==> config.mk <==
export PLATFORM = sky130hd
export DESIGN_NAME = srwf_reply
export DESIGN_NICKNAME = d
export VERILOG_FILES = /design/src/inc/srwf_pkg.sv /design/src/rtl/srwf_fifo2.sv /design/src/rtl/srwf_reply.sv
export VERILOG_INCLUDE_DIRS = /design/src /design/src/inc
export SDC_FILE = /design/constraint.sdc
export NUM_CORES = 1
export LEC_CHECK = 0
export BUFFER_PORTS_ARGS = -buffer_cell sky130_fd_sc_hd__buf_2
export CORE_MARGIN = 2
export CORE_UTILIZATION = 52
export CTS_CLUSTER_SIZE = 25
export DETAILED_ROUTE_END_ITERATION = 7
export PLACE_DENSITY_LB_ADDON = 0.3
export SETUP_SLACK_MARGIN = 0.02
export SLEW_MARGIN = 20
export SYNTH_ARGS = -nofsm -noshare
export SYNTH_HDL_FRONTEND = slang
export SYNTH_SLANG_ARGS = --single-unit
==> constraint.sdc <==
create_clock -name mclk_i -period 2.94 [get_ports mclk_i]
set_clock_uncertainty 0.15 [all_clocks]
set_input_delay 0.441 -clock mclk_i [delete_from_list [all_inputs] [get_ports mclk_i]]
set_output_delay 0.441 -clock mclk_i [all_outputs]
set_load 0.05 [all_outputs]
==> src/inc/srwf_cfg.svh <==
`ifndef SRWF_CFG_SVH
`define SRWF_CFG_SVH
// Reply word field positions.
`define SRWF_STAT_HI_BIT     15
`define SRWF_STAT_LO_BIT     14
`define SRWF_PARITY_BIT      13
`define SRWF_LOST_BIT        12
// Status encodings.
`define SRWF_STS_OFF         2'h0
`define SRWF_STS_ON_NOPROC   2'h1
`define SRWF_STS_ON_PROC     2'h2
`define SRWF_STS_CFG         2'h3
// Fault codes.
`define SRWF_FC_NONE         12'h000
`define SRWF_FC_MIN          12'h001
`define SRWF_FC_BAD_BITCNT   12'h002
`define SRWF_FC_CUR_LIMIT    12'h010
`define SRWF_FC_SPI_PARITY   12'h012
`define SRWF_FC_RSVD_MSG     12'h018
`define SRWF_FC_BIT_TIME     12'h019
`define SRWF_FC_FEW_BITS     12'h01A
`define SRWF_FC_TOO_MANY     12'h01A
`define SRWF_FC_CRC          12'h01C
`define SRWF_FC_MAX          12'h01F
`define SRWF_A_DATA_MIN      12'h020
`define SRWF_B_DATA_FLAG     12'h800
// Fixed reply of channel two after reset.
`define SRWF_CH2_RESET_WORD  16'hE000
// Reset reply of channel one: configuration report of zero content; bit 13
// is set because the other ones, two of them, are even in number.
`define SRWF_CH1_RESET_WORD  16'hE000
// B protocol field length base (code 0 means 8 bits).
`define SRWF_B_LEN_BASE      4'h8
`endif

==> src/inc/srwf_pkg.sv <==
package srwf_pkg;
    // Which fault kind a channel event carries.
    typedef enum logic [2:0] {
        SRWF_EV_CUR_LIMIT,
        SRWF_EV_SPI_PARITY,
        SRWF_EV_BIT_TIME,
        SRWF_EV_FEW_BITS,
        SRWF_EV_TOO_MANY,
        SRWF_EV_CRC
    } srwf_fault_t;
    // Protocol of a channel.
    typedef enum logic {
        SRWF_PROTO_A,
        SRWF_PROTO_B
    } srwf_proto_t;
endpackage : srwf_pkg

==> src/rtl/srwf_fifo2.sv <==
`timescale 1ns/10ps
`default_nettype none
// ----------------------------------------------------------------------
// Two-entry reply buffer
// ----------------------------------------------------------------------
module srwf_fifo2 #(
    parameter int WIDTH = 12
) (
    input  wire logic             mclk_i,
    input  wire logic             rstn_i,
    input  wire logic             flush_i,    // Empties both entries.
    input  wire logic             in_valid_i,
    output logic                  in_ready_o,
    input  wire logic [WIDTH-1:0] in_data_i,
    output logic                  out_valid_o,
    input  wire logic             out_ready_i,
    output logic      [WIDTH-1:0] out_data_o
);
    logic [WIDTH-1:0] mem [2];           // Storage for the two entries.
    logic [WIDTH-1:0] next_mem [2];
    logic             rd_ptr;            // Oldest entry.
    logic             next_rd_ptr;
    logic [1:0]       count;             // Entries held, 0 to 2.
    logic [1:0]       next_count;
    logic             push;
    logic             pop;

    assign in_ready_o  = (count != 2'h2);
    assign out_valid_o = (count != 2'h0);
    assign out_data_o  = mem[rd_ptr];

    // Next state; flush wins over everything, since the host asked for it.
    always_comb begin
        push        = in_valid_i && in_ready_o;
        pop         = out_valid_o && out_ready_i;
        next_mem    = mem;
        next_rd_ptr = rd_ptr;
        next_count  = count;
        if (flush_i) begin
            next_count  = 2'h0;
            next_rd_ptr = 1'b0;
        end else begin
            if (push) begin
                next_mem[rd_ptr ^ count[0]] = in_data_i;
            end
            if (pop) begin
                next_rd_ptr = ~rd_ptr;
            end
            next_count = count + {1'b0, push} - {1'b0, pop};
        end
    end

    // Registers only.
    always_ff @(posedge mclk_i or negedge rstn_i) begin
        if (!rstn_i) begin
            mem[0] <= '0;
            mem[1] <= '0;
            rd_ptr <= 1'b0;
            count  <= 2'h0;
        end else begin
            mem    <= next_mem;
            rd_ptr <= next_rd_ptr;
            count  <= next_count;
        end
    end

    a_fifo_bound: assert property (@(posedge mclk_i) disable iff (!rstn_i)
        count <= 2'h2) else $error("Buffer count above two.");
endmodule : srwf_fifo2
`default_nettype wire

==> src/rtl/srwf_reply.sv <==
`timescale 1ns/10ps
`default_nettype none
`include "srwf_cfg.svh"
// ----------------------------------------------------------------------
// Satellite reply word formatter, one channel
// ----------------------------------------------------------------------
// How it works
// - Status bits latch at chip select fall.
// - Push codes; pop reported entry at rise.
// - Fault codes lie within 001 to 01F.
// - Channel faults per event; global once.
// - Bit 13 makes the word odd parity.
// - Bit 12 data lost; 11:0 buffer.
// - Word to full buffer dropped, flag set.
// - Status 00 off,01,10 on,11 config.
// - Zero means empty; 2 global, once.
// - A protocol channel fault code set.
// - A data below 020 raises reserved fault.
// - No fault, no data: field reads zero.
// - B protocol channel fault code set.
// - B data sets bit 11; faults clear it.
// - B data right justified, zero filled.
// - B length mismatch flags many or few.
// - Reset reply: config or E000 word.
// - Flush empties both buffer entries.
module srwf_reply
    import srwf_pkg::*;
#(
    parameter bit IS_CHANNEL_ONE = 1'b1    // Only channel one carries global faults.
) (
    input  wire logic                   mclk_i,
    input  wire logic                   rstn_i,
    input  wire logic                   cs_n_i,          // Satellite chip select, pin.
    input  wire logic                   chan_on_i,
    input  wire logic                   proc_en_i,
    input  wire logic                   cfg_report_i,    // Next reply is a configuration report.
    input  wire logic [12:0]            cfg_data_i,      // Configuration content to report.
    input  wire srwf_pkg::srwf_proto_t  proto_i,
    input  wire logic [1:0]             b_len_sel_i,     // B data length code.
    input  wire logic                   flush_i,         // Flush bit of a channel config write.
    input  wire logic                   fault_valid_i,   // One-cycle channel fault event.
    input  wire srwf_pkg::srwf_fault_t  fault_kind_i,
    input  wire logic                   global_fault_i,  // Level: bad serial bit count present.
    input  wire logic                   msg_valid_i,     // One-cycle decoded message.
    input  wire logic [11:0]            msg_data_i,      // Data bits, right aligned.
    input  wire logic [3:0]             msg_bits_i,      // Bits counted in the data field.
    output logic [15:0]                 reply_word_o,    // Word shifted out during a frame.
    output logic                        data_lost_flag_o
);
    import srwf_pkg::*;

    // ------------------------------------------------------------------
    // Helpers
    // ------------------------------------------------------------------
    // Odd parity over the word with bit 13 cleared.
    function automatic logic [15:0] srwf_add_parity(input logic [15:0] w);
        logic [15:0] t;
        t = w;
        t[`SRWF_PARITY_BIT] = ~(^{w[15:14], w[12:0]});
        return t;
    endfunction : srwf_add_parity

    // Maps a fault kind to its code for the given protocol.
    // The A protocol has no too-many code of its own; the decoder never raises
    // that kind there, so it simply shares the B value.
    function automatic logic [11:0] srwf_code(input srwf_fault_t k, input srwf_proto_t p);
        logic [11:0] c;
        c = `SRWF_FC_NONE;
        case (k)
            SRWF_EV_CUR_LIMIT:  c = `SRWF_FC_CUR_LIMIT;
            SRWF_EV_SPI_PARITY: c = `SRWF_FC_SPI_PARITY;
            SRWF_EV_BIT_TIME:   c = `SRWF_FC_BIT_TIME;
            SRWF_EV_FEW_BITS:   c = (p == SRWF_PROTO_B) ? `SRWF_FC_BIT_TIME : `SRWF_FC_FEW_BITS;
            SRWF_EV_TOO_MANY:   c = `SRWF_FC_TOO_MANY;
            SRWF_EV_CRC:        c = `SRWF_FC_CRC;
            default:            c = `SRWF_FC_NONE;
        endcase
        return c;
    endfunction : srwf_code

    // ------------------------------------------------------------------
    // Chip select synchroniser and edges
    // ------------------------------------------------------------------
    logic cs_meta;        // First stage, read only by the second.
    logic cs_sync;        // Second stage.
    logic cs_prev;        // Previous synchronised level, for edges.
    logic cs_fall;
    logic cs_rise;
    assign cs_fall = cs_prev && !cs_sync;
    assign cs_rise = !cs_prev && cs_sync;

    // All three stages reset to the idle high level of the pin, so the
    // release of reset can never look like the start of a frame.
    // Registers for the synchroniser; the pin is async to mclk_i.
    always_ff @(posedge mclk_i or negedge rstn_i) begin
        if (!rstn_i) begin
            cs_meta <= 1'b1;
            cs_sync <= 1'b1;
            cs_prev <= 1'b1;
        end else begin
            cs_meta <= cs_n_i;
            cs_sync <= cs_meta;
            cs_prev <= cs_sync;
        end
    end

    // ------------------------------------------------------------------
    // Event selection into the buffer
    // ------------------------------------------------------------------
    logic        global_seen;       // Global fault already queued this episode.
    logic        next_global_seen;
    logic        ev_valid;
    logic [11:0] ev_data;
    logic        buf_ready;
    logic        buf_valid;
    logic [11:0] buf_data;
    logic        buf_pop;
    logic [3:0]  b_len;
    logic        b_len_err;

    // Picks at most one word per cycle: global fault, then channel fault,
    // then data. Simultaneous lower-priority events are lost; the source
    // sees no ready of its own, which keeps the decoder free-running.
    always_comb begin
        b_len     = `SRWF_B_LEN_BASE + {2'h0, b_len_sel_i};
        b_len_err = (proto_i == SRWF_PROTO_B) && (msg_bits_i != b_len);
        next_global_seen = global_seen;
        ev_valid  = 1'b0;
        ev_data   = `SRWF_FC_NONE;
        if (!global_fault_i) begin
            next_global_seen = 1'b0;
        end
        if (IS_CHANNEL_ONE && global_fault_i && !global_seen) begin
            ev_valid         = 1'b1;
            ev_data          = `SRWF_FC_BAD_BITCNT;
            next_global_seen = 1'b1;
        end else if (fault_valid_i) begin
            ev_valid = 1'b1;
            ev_data  = srwf_code(fault_kind_i, proto_i);
        end else if (msg_valid_i && b_len_err) begin
            ev_valid = 1'b1;
            ev_data  = (msg_bits_i > b_len) ? `SRWF_FC_TOO_MANY : `SRWF_FC_BIT_TIME;
        end else if (msg_valid_i && proto_i == SRWF_PROTO_B) begin
            ev_valid = 1'b1;
            ev_data  = `SRWF_B_DATA_FLAG
                     | (msg_data_i & ~(12'hFFF << b_len));
        end else if (msg_valid_i) begin
            ev_valid = 1'b1;
            ev_data  = (msg_data_i < `SRWF_A_DATA_MIN) ? `SRWF_FC_RSVD_MSG
                                                       : msg_data_i;
        end
    end

    // Episode memory: a global fault that drops and returns is queued again.
    always_ff @(posedge mclk_i or negedge rstn_i) begin
        if (!rstn_i) begin
            global_seen <= 1'b0;
        end else begin
            global_seen <= next_global_seen;
        end
    end

    // ------------------------------------------------------------------
    // Two-entry buffer
    // ------------------------------------------------------------------
    srwf_fifo2 #(.WIDTH(12)) u_buf (
        .mclk_i      (mclk_i),
        .rstn_i      (rstn_i),
        .flush_i     (flush_i),
        .in_valid_i  (ev_valid),
        .in_ready_o  (buf_ready),
        .in_data_i   (ev_data),
        .out_valid_o (buf_valid),
        .out_ready_i (buf_pop),
        .out_data_o  (buf_data)
    );

    // ------------------------------------------------------------------
    // Reply word
    // ------------------------------------------------------------------
    typedef enum logic [1:0] {SRWF_R_IDLE, SRWF_R_FRAME} srwf_rstate_t;
    srwf_rstate_t rstate;            // Inside a chip select frame or not.
    srwf_rstate_t next_rstate;
    logic [15:0]  word;
    logic [15:0]  next_word;
    logic         reported;          // The frame shows a buffer entry.
    logic         next_reported;
    logic         lost;
    logic         next_lost;
    logic [1:0]   status;

    // Word is frozen at the falling edge and held for the whole frame;
    // the entry it shows leaves the buffer only when the frame ends.
    always_comb begin
        status        = !chan_on_i ? `SRWF_STS_OFF :
                        (proc_en_i ? `SRWF_STS_ON_PROC : `SRWF_STS_ON_NOPROC);
        next_rstate   = rstate;
        next_word     = word;
        next_reported = reported;
        next_lost     = lost;
        buf_pop       = 1'b0;
        if (ev_valid && !buf_ready) begin
            next_lost = 1'b1;
        end
        case (rstate)
            SRWF_R_IDLE: begin
                if (cs_fall) begin
                    next_rstate = SRWF_R_FRAME;
                    if (cfg_report_i) begin
                        next_word     = srwf_add_parity({`SRWF_STS_CFG, 1'b0, cfg_data_i});
                        next_reported = 1'b0;
                    end else begin
                        next_word = srwf_add_parity({status, 1'b0, lost,
                                    buf_valid ? buf_data : `SRWF_FC_NONE});
                        next_reported = buf_valid;
                    end
                end
            end
            SRWF_R_FRAME: begin
                if (cs_rise) begin
                    next_rstate   = SRWF_R_IDLE;
                    buf_pop       = reported;
                    next_reported = 1'b0;
                    // Clear only a flag that this frame's word carried; a loss after the fall
                    // reaches the host next time if the word showed no flag or it lands at the rise.
                    if (word[`SRWF_STAT_HI_BIT:`SRWF_STAT_LO_BIT] != `SRWF_STS_CFG
                        && word[`SRWF_LOST_BIT] && !(ev_valid && !buf_ready)) begin
                        next_lost = 1'b0;   // Flag delivered; new loss still wins.
                    end
                end
            end
            default: next_rstate = SRWF_R_IDLE;
        endcase
    end

    // Reset reply: configuration report for channel one, fixed word else.
    always_ff @(posedge mclk_i or negedge rstn_i) begin
        if (!rstn_i) begin
            rstate   <= SRWF_R_IDLE;
            word     <= IS_CHANNEL_ONE ? `SRWF_CH1_RESET_WORD
                                       : `SRWF_CH2_RESET_WORD;
            reported <= 1'b0;
            lost     <= 1'b0;
        end else begin
            rstate   <= next_rstate;
            word     <= next_word;
            reported <= next_reported;
            lost     <= next_lost;
        end
    end

    assign reply_word_o     = word;
    assign data_lost_flag_o = lost;

    // ------------------------------------------------------------------
    // Checks
    // ------------------------------------------------------------------
    // The word latched at a frame start carries odd parity.
    a_parity_odd: assert property (@(posedge mclk_i) disable iff (!rstn_i)
        $past(cs_fall) |-> ^word)
        else $error("Reply word not odd parity.");
    // Every word shown, the reset words included, has odd parity.
    a_parity_all: assert property (@(posedge mclk_i) disable iff (!rstn_i)
        ^word)
        else $error("Reply word lost odd parity.");
    // Status bits come from the levels seen at the frame start.
    a_status_cause: assert property (@(posedge mclk_i) disable iff (!rstn_i)
        cs_fall && !cfg_report_i |=> word[15:14] == $past(status))
        else $error("Status bits not latched at frame start.");
    // Nothing may change the word while the host shifts it out.
    a_word_held: assert property (@(posedge mclk_i) disable iff (!rstn_i)
        rstate == SRWF_R_FRAME && !cs_rise |=> $stable(word))
        else $error("Reply word changed inside frame.");
    // A word refused by a full buffer raises the lost flag.
    a_lost_set: assert property (@(posedge mclk_i) disable iff (!rstn_i)
        ev_valid && !buf_ready |=> lost)
        else $error("Lost flag missed.");
    // The lost flag only falls at the end of a frame whose word showed it.
    a_lost_hold: assert property (@(posedge mclk_i) disable iff (!rstn_i)
        lost && !(rstate == SRWF_R_FRAME && cs_rise && word[`SRWF_LOST_BIT]) |=> lost)
        else $error("Lost flag cleared before it was reported.");
    // The shown entry leaves the buffer only at the frame end.
    a_pop_at_rise: assert property (@(posedge mclk_i) disable iff (!rstn_i)
        buf_pop |-> cs_rise && reported)
        else $error("Pop outside frame end.");
    // A flush leaves the buffer empty on the next cycle.
    a_flush_empty: assert property (@(posedge mclk_i) disable iff (!rstn_i)
        flush_i |=> !buf_valid)
        else $error("Buffer not empty after flush.");
    // Channel fault codes stay inside the fault range.
    a_fault_range: assert property (@(posedge mclk_i) disable iff (!rstn_i)
        fault_valid_i && !global_fault_i |-> ev_data >= `SRWF_FC_MIN && ev_data <= `SRWF_FC_MAX)
        else $error("Fault code out of range.");
    // B sensor data always carries bit 11.
    a_b_flag: assert property (@(posedge mclk_i) disable iff (!rstn_i)
        ev_valid && ev_data > `SRWF_FC_MAX && proto_i == SRWF_PROTO_B |-> ev_data[11])
        else $error("B data without bit 11.");
    // A global fault that stays present is queued once only.
    a_global_once: assert property (@(posedge mclk_i) disable iff (!rstn_i)
        global_seen && global_fault_i |-> !(ev_valid && ev_data == `SRWF_FC_BAD_BITCNT))
        else $error("Global fault queued twice.");
endmodule : srwf_reply
`default_nettype wire

# After elaboration in Yosys (flattened, before gate mapping)
# Index checks and enable logic that the tools add are counted.
[word_totals]
regBits = 51
latch_bits = 0
ramBits = 0
rom_bits = 0
out_inout_bits = 17
elab_cells = 112
memories = 0
[op_classes]
add_sub_neg = 3
mul = 0
div_mod_pow = 0
order_cmp = 5
eq_ne = 12
shift = 1
muxes = 42
n_bitwise = 9
reduce_logical = 28
[op_table]
columns = ["cell", "n"]
rows = [
  ["2-to-1 mux 12 bit", 11],
  ["case mux 5 bit (6 select lines)", 1],
  ["XOR reduction 15 bit", 2],
  ["bitwise mux 24 bit", 1],
  ["2-to-1 mux 1 bit", 18],
  ["2-to-1 mux 16 bit", 1],
  ["2-to-1 mux 2 bit", 7],
  ["demux 12 bit (select 1 bit)", 1],
  ["logical AND 1 bit", 12],
  ["< comparator 12 x 6 -> 1 bit (second input constant)", 1],
  ["<< shifter 12 x 4 -> 11 bit (first input constant)", 1],
  ["AND 11 bit", 1],
  ["NOT 11 bit", 1],
  ["inequality test 2 bit (second input constant)", 4],
  ["equality test 3 x 2 -> 1 bit (second input constant)", 2],
  ["equality test 3 bit (second input constant)", 2],
  ["AND reduction 2 bit", 3],
  ["nonzero test 2 bit", 3],
  ["zero test 1 bit", 5],
  ["adder 4 x 2 -> 4 bit (first input constant)", 1],
  [">= comparator 2 bit (second input constant)", 2],
  ["> comparator 4 bit", 1],
  ["inequality test 4 bit", 1],
  ["NOT 1 bit", 4],
  ["other kinds (13)", 14],
]

# Longest topological paths before layout
# Gate-level depths: netlist (run 1).
[depth]
word_depth = 13
mapped_depth = 9
ltp_nobuf = 8

# Modules after synthesis
# Synthesis (run 1) repeated with hierarchy kept, for this count alone.
[hier_totals]
cells_unflattened = 385
hier_area_um2 = 3696.0
[by_module_without_submodules]
columns = ["mod", "instances", "cells_each", "area_each_um2", "seq_area_each_um2"]
rows = [
  ["srwf_fifo2", 1, 213, 2163.3, 675.6],
  ["srwf_reply", 1, 172, 1532.7, 583.1],
]

# Worst setup path before layout (run 1)
# Ideal clock, no wire load.
[synth_path]
path_type = "input to register"
start = "input port b_len_sel_i[1]"
end = "register u_buf.mem[11] (netlist bit)"
setup_ns = 0.083
arrival_ns = 1.837
required_time_ns = 2.707
slack_ns = 0.870
cell_stages = 7
path_cell_list = "inv_1 ha_1 nand4b_1 and2_1 nor3b_1 o21ai_0 o21ai_0"
[synth_via]
elab_chain_cells = 9
[synth_lines]
columns = ["element", "line", "rtl"]
rows = [
  ["start, declared", "srwf_reply.sv:39", "input wire logic [1:0] b_len_sel_i,"],
  ["adder 4 x 2 -> 4 bit (no source line) (*)", "--", ""],
  ["inequality test 4 bit (*)", "srwf_reply.sv:126", "b_len_err = (proto_i == SRWF_PROTO_B) && (msg_bits_i != b_len);"],
  ["logical AND 1 bit (*)", "srwf_reply.sv:126", ""],
  ["logical AND 1 bit (*)", "srwf_reply.sv:140", "end else if (msg_valid_i && b_len_err) begin"],
  ["2-to-1 mux 1 bit", "srwf_reply.sv:140", ""],
  ["2-to-1 mux 1 bit", "srwf_reply.sv:137", "end else if (fault_valid_i) begin"],
  ["2-to-1 mux 1 bit", "srwf_reply.sv:133", "if (IS_CHANNEL_ONE && global_fault_i && !global_seen) begin"],
  ["logical AND 1 bit", "srwf_fifo2.sv:34", "push = in_valid_i && in_ready_o;"],
  ["AND reduction 2 bit (no source line)", "--", ""],
  ["end signal, assigned", "srwf_fifo2.sv:61", "mem <= next_mem;"],
  ["end, declared", "srwf_fifo2.sv:19", "logic [WIDTH-1:0] mem [2];"],
]
# Mark *: on every way between the ends. The rest lies on a longest branch, timed or not.
# A chain may end at the register's enable or synchronous reset.

# Worst setup path after layout (run 1)
[layout_path]
start = "register u_buf.count[1]"
end = "register word[13] (netlist: reply_word_o[13])"
[layout_via]
elab_chain_cells = 5
[layout_lines]
columns = ["element", "line", "rtl"]
rows = [
  ["start, declared", "srwf_fifo2.sv:23", "logic [1:0] count;"],
  ["start signal, assigned", "srwf_fifo2.sv:63", "count <= next_count;"],
  ["nonzero test 2 bit", "srwf_fifo2.sv:29", "assign out_valid_o = (count != 2'h0);"],
  ["2-to-1 mux 12 bit (no source line)", "--", ""],
  ["XOR reduction 15 bit", "srwf_reply.sv:59", "t[`SRWF_PARITY_BIT] = ~(^{w[15:14], w[12:0]});"],
  ["NOT 1 bit", "srwf_reply.sv:59", ""],
  ["2-to-1 mux 16 bit", "srwf_reply.sv:209", "if (cfg_report_i) begin"],
  ["end signal, assigned", "srwf_reply.sv:240", "word <= IS_CHANNEL_ONE ? `SRWF_CH1_RESET_WORD"],
  ["end signal, assigned", "srwf_reply.sv:246", "word <= next_word;"],
  ["end, declared", "srwf_reply.sv:184", "logic [15:0] word;"],
]
# Every way passes these cells.

==> results of run 1 <==
synth_stat cells, types with 2 or more instances:
cell,instances,area [um2]
nand2_1,45,169
dfrtp_1,44,1100
o21ai_0,44,220
nor2_1,21,78.8
a21oi_1,19,95.1
xnor2_1,17,149
mux2i_1,13,130
nor3_1,13,65.1
clkbuf_1,11,41.3
inv_1,7,26.3
xor2_1,7,61.3
dfstp_2,6,158
ha_1,4,50.1
nand2b_1,4,25.0
nor2b_1,4,25.0
a31oi_1,3,18.8
nor3b_1,3,22.5
buf_6,2,22.5
mux2_2,2,22.5
nand3_1,2,10.0
nand3b_1,2,15.0
o211ai_1,2,15.0
o21a_1,2,15.0
or4_1,2,15.0
xnor3_1,2,45.0
worst max-delay path, stage by stage (launching register included):
cell	delay, ns
dfrtp_1	0.47
nor2_4	0.44
nor2_1	0.12
xnor2_1	0.21
xnor3_1	0.42
xnor3_1	0.18
a221o_1	0.30
registers in the layout (all words and copies together), names as in the netlist:
| name | cells |
|---|---|
| cs_meta | 1 |
| cs_prev | 1 |
| cs_sync | 1 |
| data_lost_flag_o | 1 |
| global_seen | 1 |
| reply_word_o | 16 |
| reported | 1 |
| rstate | 1 |
| u_buf.count | 2 |
| u_buf.mem | 24 |
| u_buf.rd_ptr | 1 |
metrics by stage:
step,power [W],cells,setup slack [ns],util
after floorplan,0.00178,298,0.870,-
after global placement,0.00198,420,0.595,0.608
after detailed placement,0.00201,420,0.531,0.608
after CTS,0.00251,429,0.601,0.633
after global routing,0.00266,429,0.447,0.633
final,0.00249,429,0.567,0.633
cells by family (layout without fill, tap and decap cells):
logic type      Yosys count  in the layout  synth area share
compound gates           77             77             0.153
xor+xnor                 27             27            0.0982
fa+ha+maj                 5              5            0.0217
buf+inv                  22             83            0.0448
flops                    50             50             0.455
mux                      15             15            0.0552
simple gates            102            102             0.172
power groups by stage:
stage / Sequential (W) / Combinational [W] / Clock (W)
after floorplan: 0.00117 / 0.000606 / 0
after global placement: 0.000985 / 0.000995 / 0
after CTS: 0.000980 / 0.00102 / 0.000509
after global routing: 0.00101 / 0.00112 / 0.000540
after detailed placement: 0.000993 / 0.00101 / 0
final: 0.000979 / 0.00101 / 0.000500
repair_timing:
item	CTS	global route
gates resized for setup	0	0
endpoints found under the hold margin	13	0
hold buffers	1	0
layer usage:
layer | part of all wire | routed length, um
met2 | 0.43 | 2420
met4 | 0.013 | 71
met1 | 0.51 | 2850
met5 | 0 | 0
met3 | 0.043 | 238
layout make-up:
type                            instances  share of cell area
Multi-Input combinational cell        226               0.428
Sequential cell                        50               0.389
Timing Repair Buffer                   68               0.111
Tap cell                               70              0.0271
Clock buffer                            5              0.0213
Clock inverter                          3              0.0147
Inverter                                7             0.00813
worst min path at each step:
stage | startpoint | end | slack (ns) | cells after the start
after global routing | cs_n_i | cs_meta$_DFF_PN1_ | 0.05 | 1
after floorplan | rstn_i | data_lost_flag_o$_DFF_PN0_ | -0.005 | 0
after global placement | cs_meta$_DFF_PN1_ | cs_sync$_DFF_PN1_ | 0.20 | 0
after detailed placement | cs_meta$_DFF_PN1_ | cs_sync$_DFF_PN1_ | 0.20 | 0
after CTS | cs_n_i | cs_meta$_DFF_PN1_ | 0.06 | 1
final | cs_n_i | cs_meta$_DFF_PN1_ | 0.07 | 1
layout by cell type (no fill, tap or decap), types with 7 or more instances in the layout:
cell type,instances
a21oi_1,19
buf_2,61
dfrtp_1,44
inv_1,7
mux2i_1,13
nand2_1,45
nor2_1,21
nor3_1,13
o21ai_0,44
xnor2_1,17
xor2_1,7
==> impl_metrics.csv, run 1 <==
group,metric,value,unit
global_route,use_met3,0.0341,
final_layout,register_area,1260,um2
worst_hold_path,hold_path.class,"input pin to register",
clock_network,worstSkewPairLatency,0.30,ns
timing,period_share,0.807,
timing,rsz0062_at_grt,"no",
critical_path,reg2reg_from,"u_buf.count[1]$_DFF_PN0_",
logic_synthesis,ys_warn_count,0,
critical_path,critPathLaunch,"u_buf.count[1]$_DFF_PN0_",
global_route,top_usage_layer,"met2",
power,pwr_density_cell,771,nW/um2
logic_synthesis,syn_avg_cell_area,9.28,um2
global_route,met2_usage,0.314,
drt,avgRoutedWirePerCell,13.0,um
clock_network,cts_buffers,5,
final_layout,diodes,0,
die,fp.dieW,76.9,um
drt,final_antenna_net_count,0,
power,switching_power,0.000985,W
final_layout,stdcell_area,3230,um2
power,seq_power_share,0.393,
run_status,status,"finished, final reports clean",
global_route,antenna_found_initial,0,
logic_synthesis,ys_types,42,
critical_path,cp_max_fo,26,
drt,drt-pass1-iter-count,4,
clock_network,cts_tree,"built",
timing,min_period,2.37,ns
final_layout,drive_gt1_frac,0.240,
logic_synthesis,synthArstFlopShare,1.00,
critical_path,critPathCaptureType,"register",
final_layout,multi_input_area,1380,um2
placement,dp_hpwl,4340,um
logic_synthesis,ys_seq_elements,50,
global_route,grt_max_degree,35,
logic_synthesis,ys.flop_type,"dfrtp_1",
timing,tns,0,ns
critical_path,worstSetupPathType,"register to register",
logic_synthesis,netlist_instances,298,
placement,io_buffers,61,
drt,drt_wl_total,5580,um
timing,fin_hold_ws,0.0724,ns
power,p_leak,1.46,nW
timing,final_hold_viol_count,0,
die,ios,62,
critical_path,crit_end,"reply_word_o[13]$_DFFE_PN1P_",
final_layout,nets,407,
clock_network,cts_setup_buffers,0,
critical_path,required,3.03,ns
power,power.share.combinational,0.407,
global_route,grt_pass1_vias,2025,
drt,drc_errors,0,
power,power_frac_clock,0.201,
timing,finalSetupViolCount,0,
placement,placed_cell_area,3110,um2
timing,slew_headroom,0.499,
drt,first_iter_violations,98,
critical_path,rrSetupSlack,0.57,ns
clock_network,cts_root_buf,"clkbuf_8",
global_route,grt_usage,0.204,
logic_synthesis,yosysSeqAreaShare,0.455,
clock_network,clock_tree.buffer_depth,2,
critical_path,r2r_end,"reply_word_o[13]$_DFFE_PN1P_",
final_layout,fillers,437,
timing,fmax,421,MHz
critical_path,arrival,2.46,ns
critical_path,critPathLaunchType,"register",
die,start_util,0.541,
global_route,gr-usage-met1,0.297,
die,coreArea,5110,um2
critical_path,reg2reg_depth,6,
placement,place.gp.congestion,0.847,
timing,finalMaxSlewViolations,0,
timing,tightestPinTransition,0.749,ns
drt,num_vias,2208,
clock_network,cts_sinks,50,
final_layout,area.growth.synth_to_final,16.9,%
global_route,overflow,0,
clock_network,clk_pin_slew,0.10,ns
logic_synthesis,syn_area,2770,um2
logic_synthesis,syn-num-nets,347,
drt,via_per_inst,5.15,
global_route,grt_pass1_wl,9640,um
die,rows,26,
die,die_h,76.9,um
power,intPower,0.00151,W
flow_run,maxCapViolCount,0,
logic_synthesis,synth_edf_count,0,
power,swShare,0.395,
power,ir_drop,0.303,mV
clock_network,htree_levels,2,
die,dieArea,5920,um2
Power figures use the tool's default switching activity.
==> run 2, diff against run 1 <==
--- a/config.mk
+++ b/config.mk
@@ -8,7 +8,7 @@
 export LEC_CHECK = 0
 export BUFFER_PORTS_ARGS = -buffer_cell sky130_fd_sc_hd__buf_2
 export CORE_MARGIN = 2
-export CORE_UTILIZATION = 52
+export CORE_UTILIZATION = 49
 export CTS_CLUSTER_SIZE = 25
 export DETAILED_ROUTE_END_ITERATION = 7
 export PLACE_DENSITY_LB_ADDON = 0.3
==> constraint.sdc (replaced) <==
create_clock -name mclk_i -period 2.1 [get_ports mclk_i]
set_clock_uncertainty 0.15 [all_clocks]
set_input_delay 0.315 -clock mclk_i [delete_from_list [all_inputs] [get_ports mclk_i]]
set_output_delay 0.315 -clock mclk_i [all_outputs]
set_load 0.05 [all_outputs]
==> run 2 against run 1 <==
  * The run now ends with setup timing left
  * Via count increased by 3.1%
  * First-iteration DRC count down 12%
  * Global-route usage down 0.96 points
  * Sequential cell count is the same
  * Final cell count increased by 6.3%
  * Utilization increased by 2.2 points
  * Wire length rose by 8.6%
  * Largest power group unchanged
==> impl_metrics.csv, run 2 (synthesis results as in run 1) <==
group,metric,value,unit
power,pwr_density_cell,1060,nW/um2
timing,worst_slack,-0.129,ns
critical_path,r2r_end,"reply_word_o[13]$_DFFE_PN1P_",
timing,period_share,1.06,
clock_network,clk_pin_slew,0.08,ns
worst_hold_path,min_from,"flush_i",
critical_path,required,2.18,ns
final_layout,largest_register_ffs,24,
drt,drc_errors,0,
critical_path,arrival,2.31,ns
timing,finalMaxSlewViolations,0,
power,p_leak,1.60,nW
final_layout,fillers,484,
global_route,grt_max_degree,31,
final_layout,instances_no_fill,456,
placement,placed_cells,442,
global_route,overflow,0,
final_layout,nets,432,
clock_network,clock_tree.buffer_depth,2,
final_layout,top_register,"u_buf.mem",
placement,placed_cell_area,3300,um2
final_layout,drive_gt1_frac,0.323,
critical_path,worstSetupPathType,"register to register",
timing,slew_headroom,0.652,
worst_hold_path,hold_path.class,"input pin to register",
critical_path,critPathCaptureType,"register",
final_layout,diodes,0,
drt,first_iter_violations,86,
timing,fmax,449,MHz
die,start_util,0.505,
critical_path,critPathLaunchType,"register",
clock_network,cts_buffers,5,
final_layout,final_cell_mix,"61 x buf_2, 45 x nand2_1, 44 x o21ai_0",
placement,dp_hpwl,4580,um
run_status,violations,"setup timing",
critical_path,reg2reg_from,"u_buf.rd_ptr$_DFFE_PN0P_",
placement,io_buffers,61,
drt,num_vias,2277,
die,die_h,79.1,um
critical_path,cp_max_fo,5,
final_layout,stdcell_area,3590,um2
critical_path,rrSetupSlack,-0.13,ns
global_route,grt_pass1_vias,2115,
clock_network,worstSkewPairLatency,0.30,ns
global_route,grt_pass1_wl,9600,um
run_status,status,"complete, but fails checks",
clock_network,cts_tree,"built",
die,fp.dieW,79.1,um
die,coreArea,5470,um2
global_route,antenna_found_initial,0,
drt,via_per_inst,4.99,
power,ir_drop,0.593,mV
clock_network,cts_sinks,50,
die,dieArea,6260,um2
die,ios,62,
worst_hold_path,hold_end,"u_buf.count[1]$_DFF_PN0_",
worst_hold_path,hold_depth,2,
clock_network,htree_levels,2,
timing,rsz0062_at_grt,"yes",
flow_run,maxCapViolCount,0,
die,rows,27,
drt,avgRoutedWirePerCell,13.3,um
placement,place.gp.congestion,0.841,
timing,final_hold_viol_count,0,
global_route,grt_usage,0.194,
timing,tightestPinTransition,0.522,ns
timing,min_period,2.23,ns
final_layout,area.growth.synth_to_final,29.7,%
drt,final_antenna_net_count,0,
clock_network,cts_root_buf,"clkbuf_8",
drt,drt_wl_total,6060,um
drt,drt-pass1-iter-count,4,
timing,fin_hold_ws,0.0602,ns
timing,finalSetupViolCount,1,
critical_path,reg2reg_depth,7,
final_layout,final_common_cell,"buf_2",
## run 2: cell types whose count changed in the layout (fill, tap and decap cells not counted), moves of 2 or more
cell | previous run | this run
mux2i_4 | 0 | 3
buf_4 | 6 | 24
buf_12 | 0 | 3
mux2i_2 | 0 | 5
mux2i_1 | 13 | 5
dlygate4sd3_1 | 1 | 3
ha_4 | 0 | 2
ha_1 | 4 | 2
inv_6 | 2 | 0
## run 2: worst max-delay path by stage
stage	from	to	slack [ns]	depth (start not counted)
5_1_grt	u_buf.rd_ptr$_DFFE_PN0P_	reply_word_o[13]$_DFFE_PN1P_	-0.18	7
3_3_place_gp	u_buf.rd_ptr$_DFFE_PN0P_	reply_word_o[13]$_DFFE_PN1P_	0.02	7
2_1_floorplan	u_buf.rd_ptr$_DFFE_PN0P_	reply_word_o[13]$_DFFE_PN1P_	0.03	8
4_1_cts	u_buf.rd_ptr$_DFFE_PN0P_	reply_word_o[13]$_DFFE_PN1P_	-0.08	7
3_5_place_dp	u_buf.rd_ptr$_DFFE_PN0P_	reply_word_o[13]$_DFFE_PN1P_	-0.08	7
6_report	u_buf.rd_ptr$_DFFE_PN0P_	reply_word_o[13]$_DFFE_PN1P_	-0.13	7
## run 2: power breakdown
group          internal [W]  switching [W]
Clock              0.000388       0.000300
Sequential          0.00122       0.000182
Combinational      0.000762       0.000969
## run 2: critical path, cell delays in order (launching register included)
cell and delay (ns):
dfrtp_2 0.45, clkbuf_16 0.19, mux2i_2 0.26, nor2_1 0.09
xor2_1 0.22, xnor2_2 0.16, xnor3_1 0.34, a221o_1 0.30
## run 2: timing repair
item,4_1_cts,5_1_grt
setup buffers,1,1
hold endpoints to repair,17,0
endpoints found under the setup margin,2,15
resized for setup,5,16
pin swaps,3,6
hold buffers,3,0
gates cloned,0,1
## run 2: layout make-up
| cell class | instances | area, um2 | area share |
|---|---|---|---|
| Clock inverter | 1 | 30.0 | 0.00837 |
| Sequential cell | 50 | 1260 | 0.351 |
| Timing Repair Buffer | 93 | 612 | 0.171 |
| Tap cell | 72 | 90.1 | 0.0251 |
| Multi-Input combinational cell | 226 | 1480 | 0.413 |
| Inverter | 7 | 26.3 | 0.00733 |
| Clock buffer | 7 | 86.3 | 0.0241 |
## run 2: metal layers
metal  GRT usage  routed length [um]
met3      0.0284                 258
met4      0.0586                  67
met5           0                   0
met1       0.260                2880
met2       0.328                2850
## run 2: metrics by stage
stage,power [W],setup TNS [ns],util,setup slack [ns]
after floorplan,0.00249,0,-,0.0347
after detailed placement,0.00302,-0.0838,0.602,-0.0838
after global routing,0.00405,-0.180,0.655,-0.180
final,0.00382,-0.129,0.655,-0.129
after global placement,0.00298,0,0.602,0.0174
after CTS,0.00376,-0.0837,0.635,-0.0837
==> run 3, diff against run 2 <==
--- a/config.mk
+++ b/config.mk
@@ -11,6 +11,7 @@
 export CORE_UTILIZATION = 49
 export CTS_CLUSTER_SIZE = 25
 export DETAILED_ROUTE_END_ITERATION = 7
+export HOLD_SLACK_MARGIN = 0.15
 export PLACE_DENSITY_LB_ADDON = 0.3
 export SETUP_SLACK_MARGIN = 0.02
 export SLEW_MARGIN = 20
==> run 3 against run 2 <==
  * Combinational power about the same
  * The flow still finishes with violations (setup timing)
  * Count of clock-buffer cells in the layout stayed put
  * Sequential cell count is the same
  * Hold slack better by 0.090 ns
  * Fmax increased by 0.14%
  * Register-to-register slack about the same
  * Sequential share of layout area down 0.29 points
==> impl_metrics.csv, run 3 (synthesis results as in run 1) <==
group,metric,value,unit
placement,placed_cells,442,
final_layout,diodes,0,
critical_path,reg2reg_depth,7,
critical_path,reg2reg_from,"u_buf.rd_ptr$_DFFE_PN0P_",
timing,finalMaxSlewViolations,0,
drt,drt-pass1-iter-count,4,
clock_network,clk_pin_slew,0.08,ns
worst_hold_path,hold_end,"u_buf.mem[7]$_DFFE_PN0P_",
clock_network,worstSkewPairLatency,0.30,ns
drt,num_vias,2291,
timing,min_period,2.23,ns
final_layout,area.growth.synth_to_final,30.8,%
critical_path,worstSetupPathType,"register to register",
power,ir_drop,0.593,mV
die,start_util,0.505,
critical_path,arrival,2.31,ns
clock_network,cts_root_buf,"clkbuf_8",
placement,place.gp.congestion,0.841,
clock_network,cts_tree,"built",
die,dieArea,6260,um2
timing,slew_headroom,0.652,
critical_path,critPathLaunch,"u_buf.rd_ptr$_DFFE_PN0P_",
final_layout,final_cell_mix,"61 x buf_2, 45 x nand2_1, 44 x o21ai_0",
timing,worst_slack,-0.126,ns
clock_network,htree_levels,2,
power,p_leak,1.62,nW
critical_path,cp_max_fo,5,
critical_path,critPathCaptureType,"register",
global_route,antenna_found_initial,0,
drt,drt_wl_total,6100,um
final_layout,drive_gt1_frac,0.320,
critical_path,r2r_end,"reply_word_o[13]$_DFFE_PN1P_",
global_route,grt_usage,0.196,
clock_network,cts_sinks,50,
global_route,grt_pass1_vias,2143,
timing,period_share,1.06,
global_route,overflow,0,
final_layout,nets,435,
timing,finalSetupViolCount,1,
clock_network,clock_tree.buffer_depth,2,
timing,final_hold_viol_count,0,
global_route,grt_max_degree,31,
die,fp.dieW,79.1,um
timing,rsz0062_at_grt,"yes",
timing,tightestPinTransition,0.522,ns
flow_run,maxCapViolCount,0,
worst_hold_path,hold_path.class,"input pin to register",
placement,io_buffers,61,
placement,placed_cell_area,3300,um2
worst_hold_path,min_from,"msg_data_i[7]",
critical_path,rrSetupSlack,-0.13,ns
final_layout,instances_no_fill,459,
final_layout,stdcell_area,3620,um2
global_route,grt_pass1_wl,9670,um
drt,final_antenna_net_count,0,
drt,via_per_inst,4.99,
final_layout,top_register,"u_buf.mem",
timing,tns,-0.126,ns
die,rows,27,
final_layout,final_common_cell,"buf_2",
die,die_h,79.1,um
placement,dp_hpwl,4580,um
die,ios,62,
run_status,violations,"setup timing",
worst_hold_path,hold_depth,3,
die,coreArea,5470,um2
final_layout,largest_register_ffs,24,
drt,avgRoutedWirePerCell,13.3,um
run_status,status,"complete, but fails checks",
critical_path,required,2.18,ns
critical_path,critPathLaunchType,"register",
timing,fmax,449,MHz
power,pwr_density_cell,1060,nW/um2
drt,first_iter_violations,83,
drt,drc_errors,0,
clock_network,cts_buffers,5,
power,power,0.00382,W
-- run 3: changes by cell type in the layout (fill, tap and decap cells not counted), sizes merged --
| cell | before | now |
|---|---|---|
| dlygate4sd3 | 3 | 6 |
-- run 3: layout make-up --
class                           count  area [um2]
Timing Repair Buffer               96         642
Clock inverter                      1        30.0
Multi-Input combinational cell    226        1480
Inverter                            7        26.3
Clock buffer                        7        86.3
Fill cell                         484        1860
Tap cell                           72        90.1
Sequential cell                    50        1260
-- run 3: routing by layer --
metal | global-route usage | share of wire | vias to the layer above
met5 | 0 | 0 | -
met4 | 0.0586 | 0.011 | 0
met3 | 0.0284 | 0.044 | 6
met2 | 0.334 | 0.48 | 63
met1 | 0.260 | 0.47 | 1018
li1 | - | - | 1204
-- run 3: worst max path at each step --
stage,endpoint,slack (ns),cells past startpoint
after global routing,reply_word_o[13]$_DFFE_PN1P_,-0.18,7
final,reply_word_o[13]$_DFFE_PN1P_,-0.13,7
after CTS,reply_word_o[13]$_DFFE_PN1P_,-0.08,7
after detailed placement,reply_word_o[13]$_DFFE_PN1P_,-0.08,7
after floorplan,reply_word_o[13]$_DFFE_PN1P_,0.03,8
after global placement,reply_word_o[13]$_DFFE_PN1P_,0.02,7
-- run 3: power breakdown --
group / switching (W) / internal (W) / leakage, nW
clock network: 0.000300 / 0.000388 / 0.0585
registers: 0.000182 / 0.00122 / 0.634
logic: 0.000969 / 0.000766 / 0.925
-- run 3: through the flow --
step,hold slack (ns),util,setup WS [ns]
floorplan,-0.131,-,0.0347
global placement,0.168,0.602,0.0174
detailed placement,0.167,0.602,-0.0838
CTS,0.156,0.640,-0.0837
global route,0.163,0.661,-0.180
finish,0.150,0.661,-0.126
-- run 3: timing repair --
item                       4_1_cts  5_1_grt
hold endpoints to repair        23        0
resized for setup                5       16
setup endpoints to repair        2       15
gates cloned                     0        1
pin swaps                        3        6
hold buffers                     6        0
setup buffers                    1        1
-- run 3: worst max-delay path, cell delays in order, from the launching register on --
cell and delay (ns):
dfrtp_2 0.47, clkbuf_16 0.19, mux2i_2 0.16, nor2_1 0.15
xor2_1 0.24, xnor2_2 0.16, xnor3_1 0.34, a221o_1 0.30
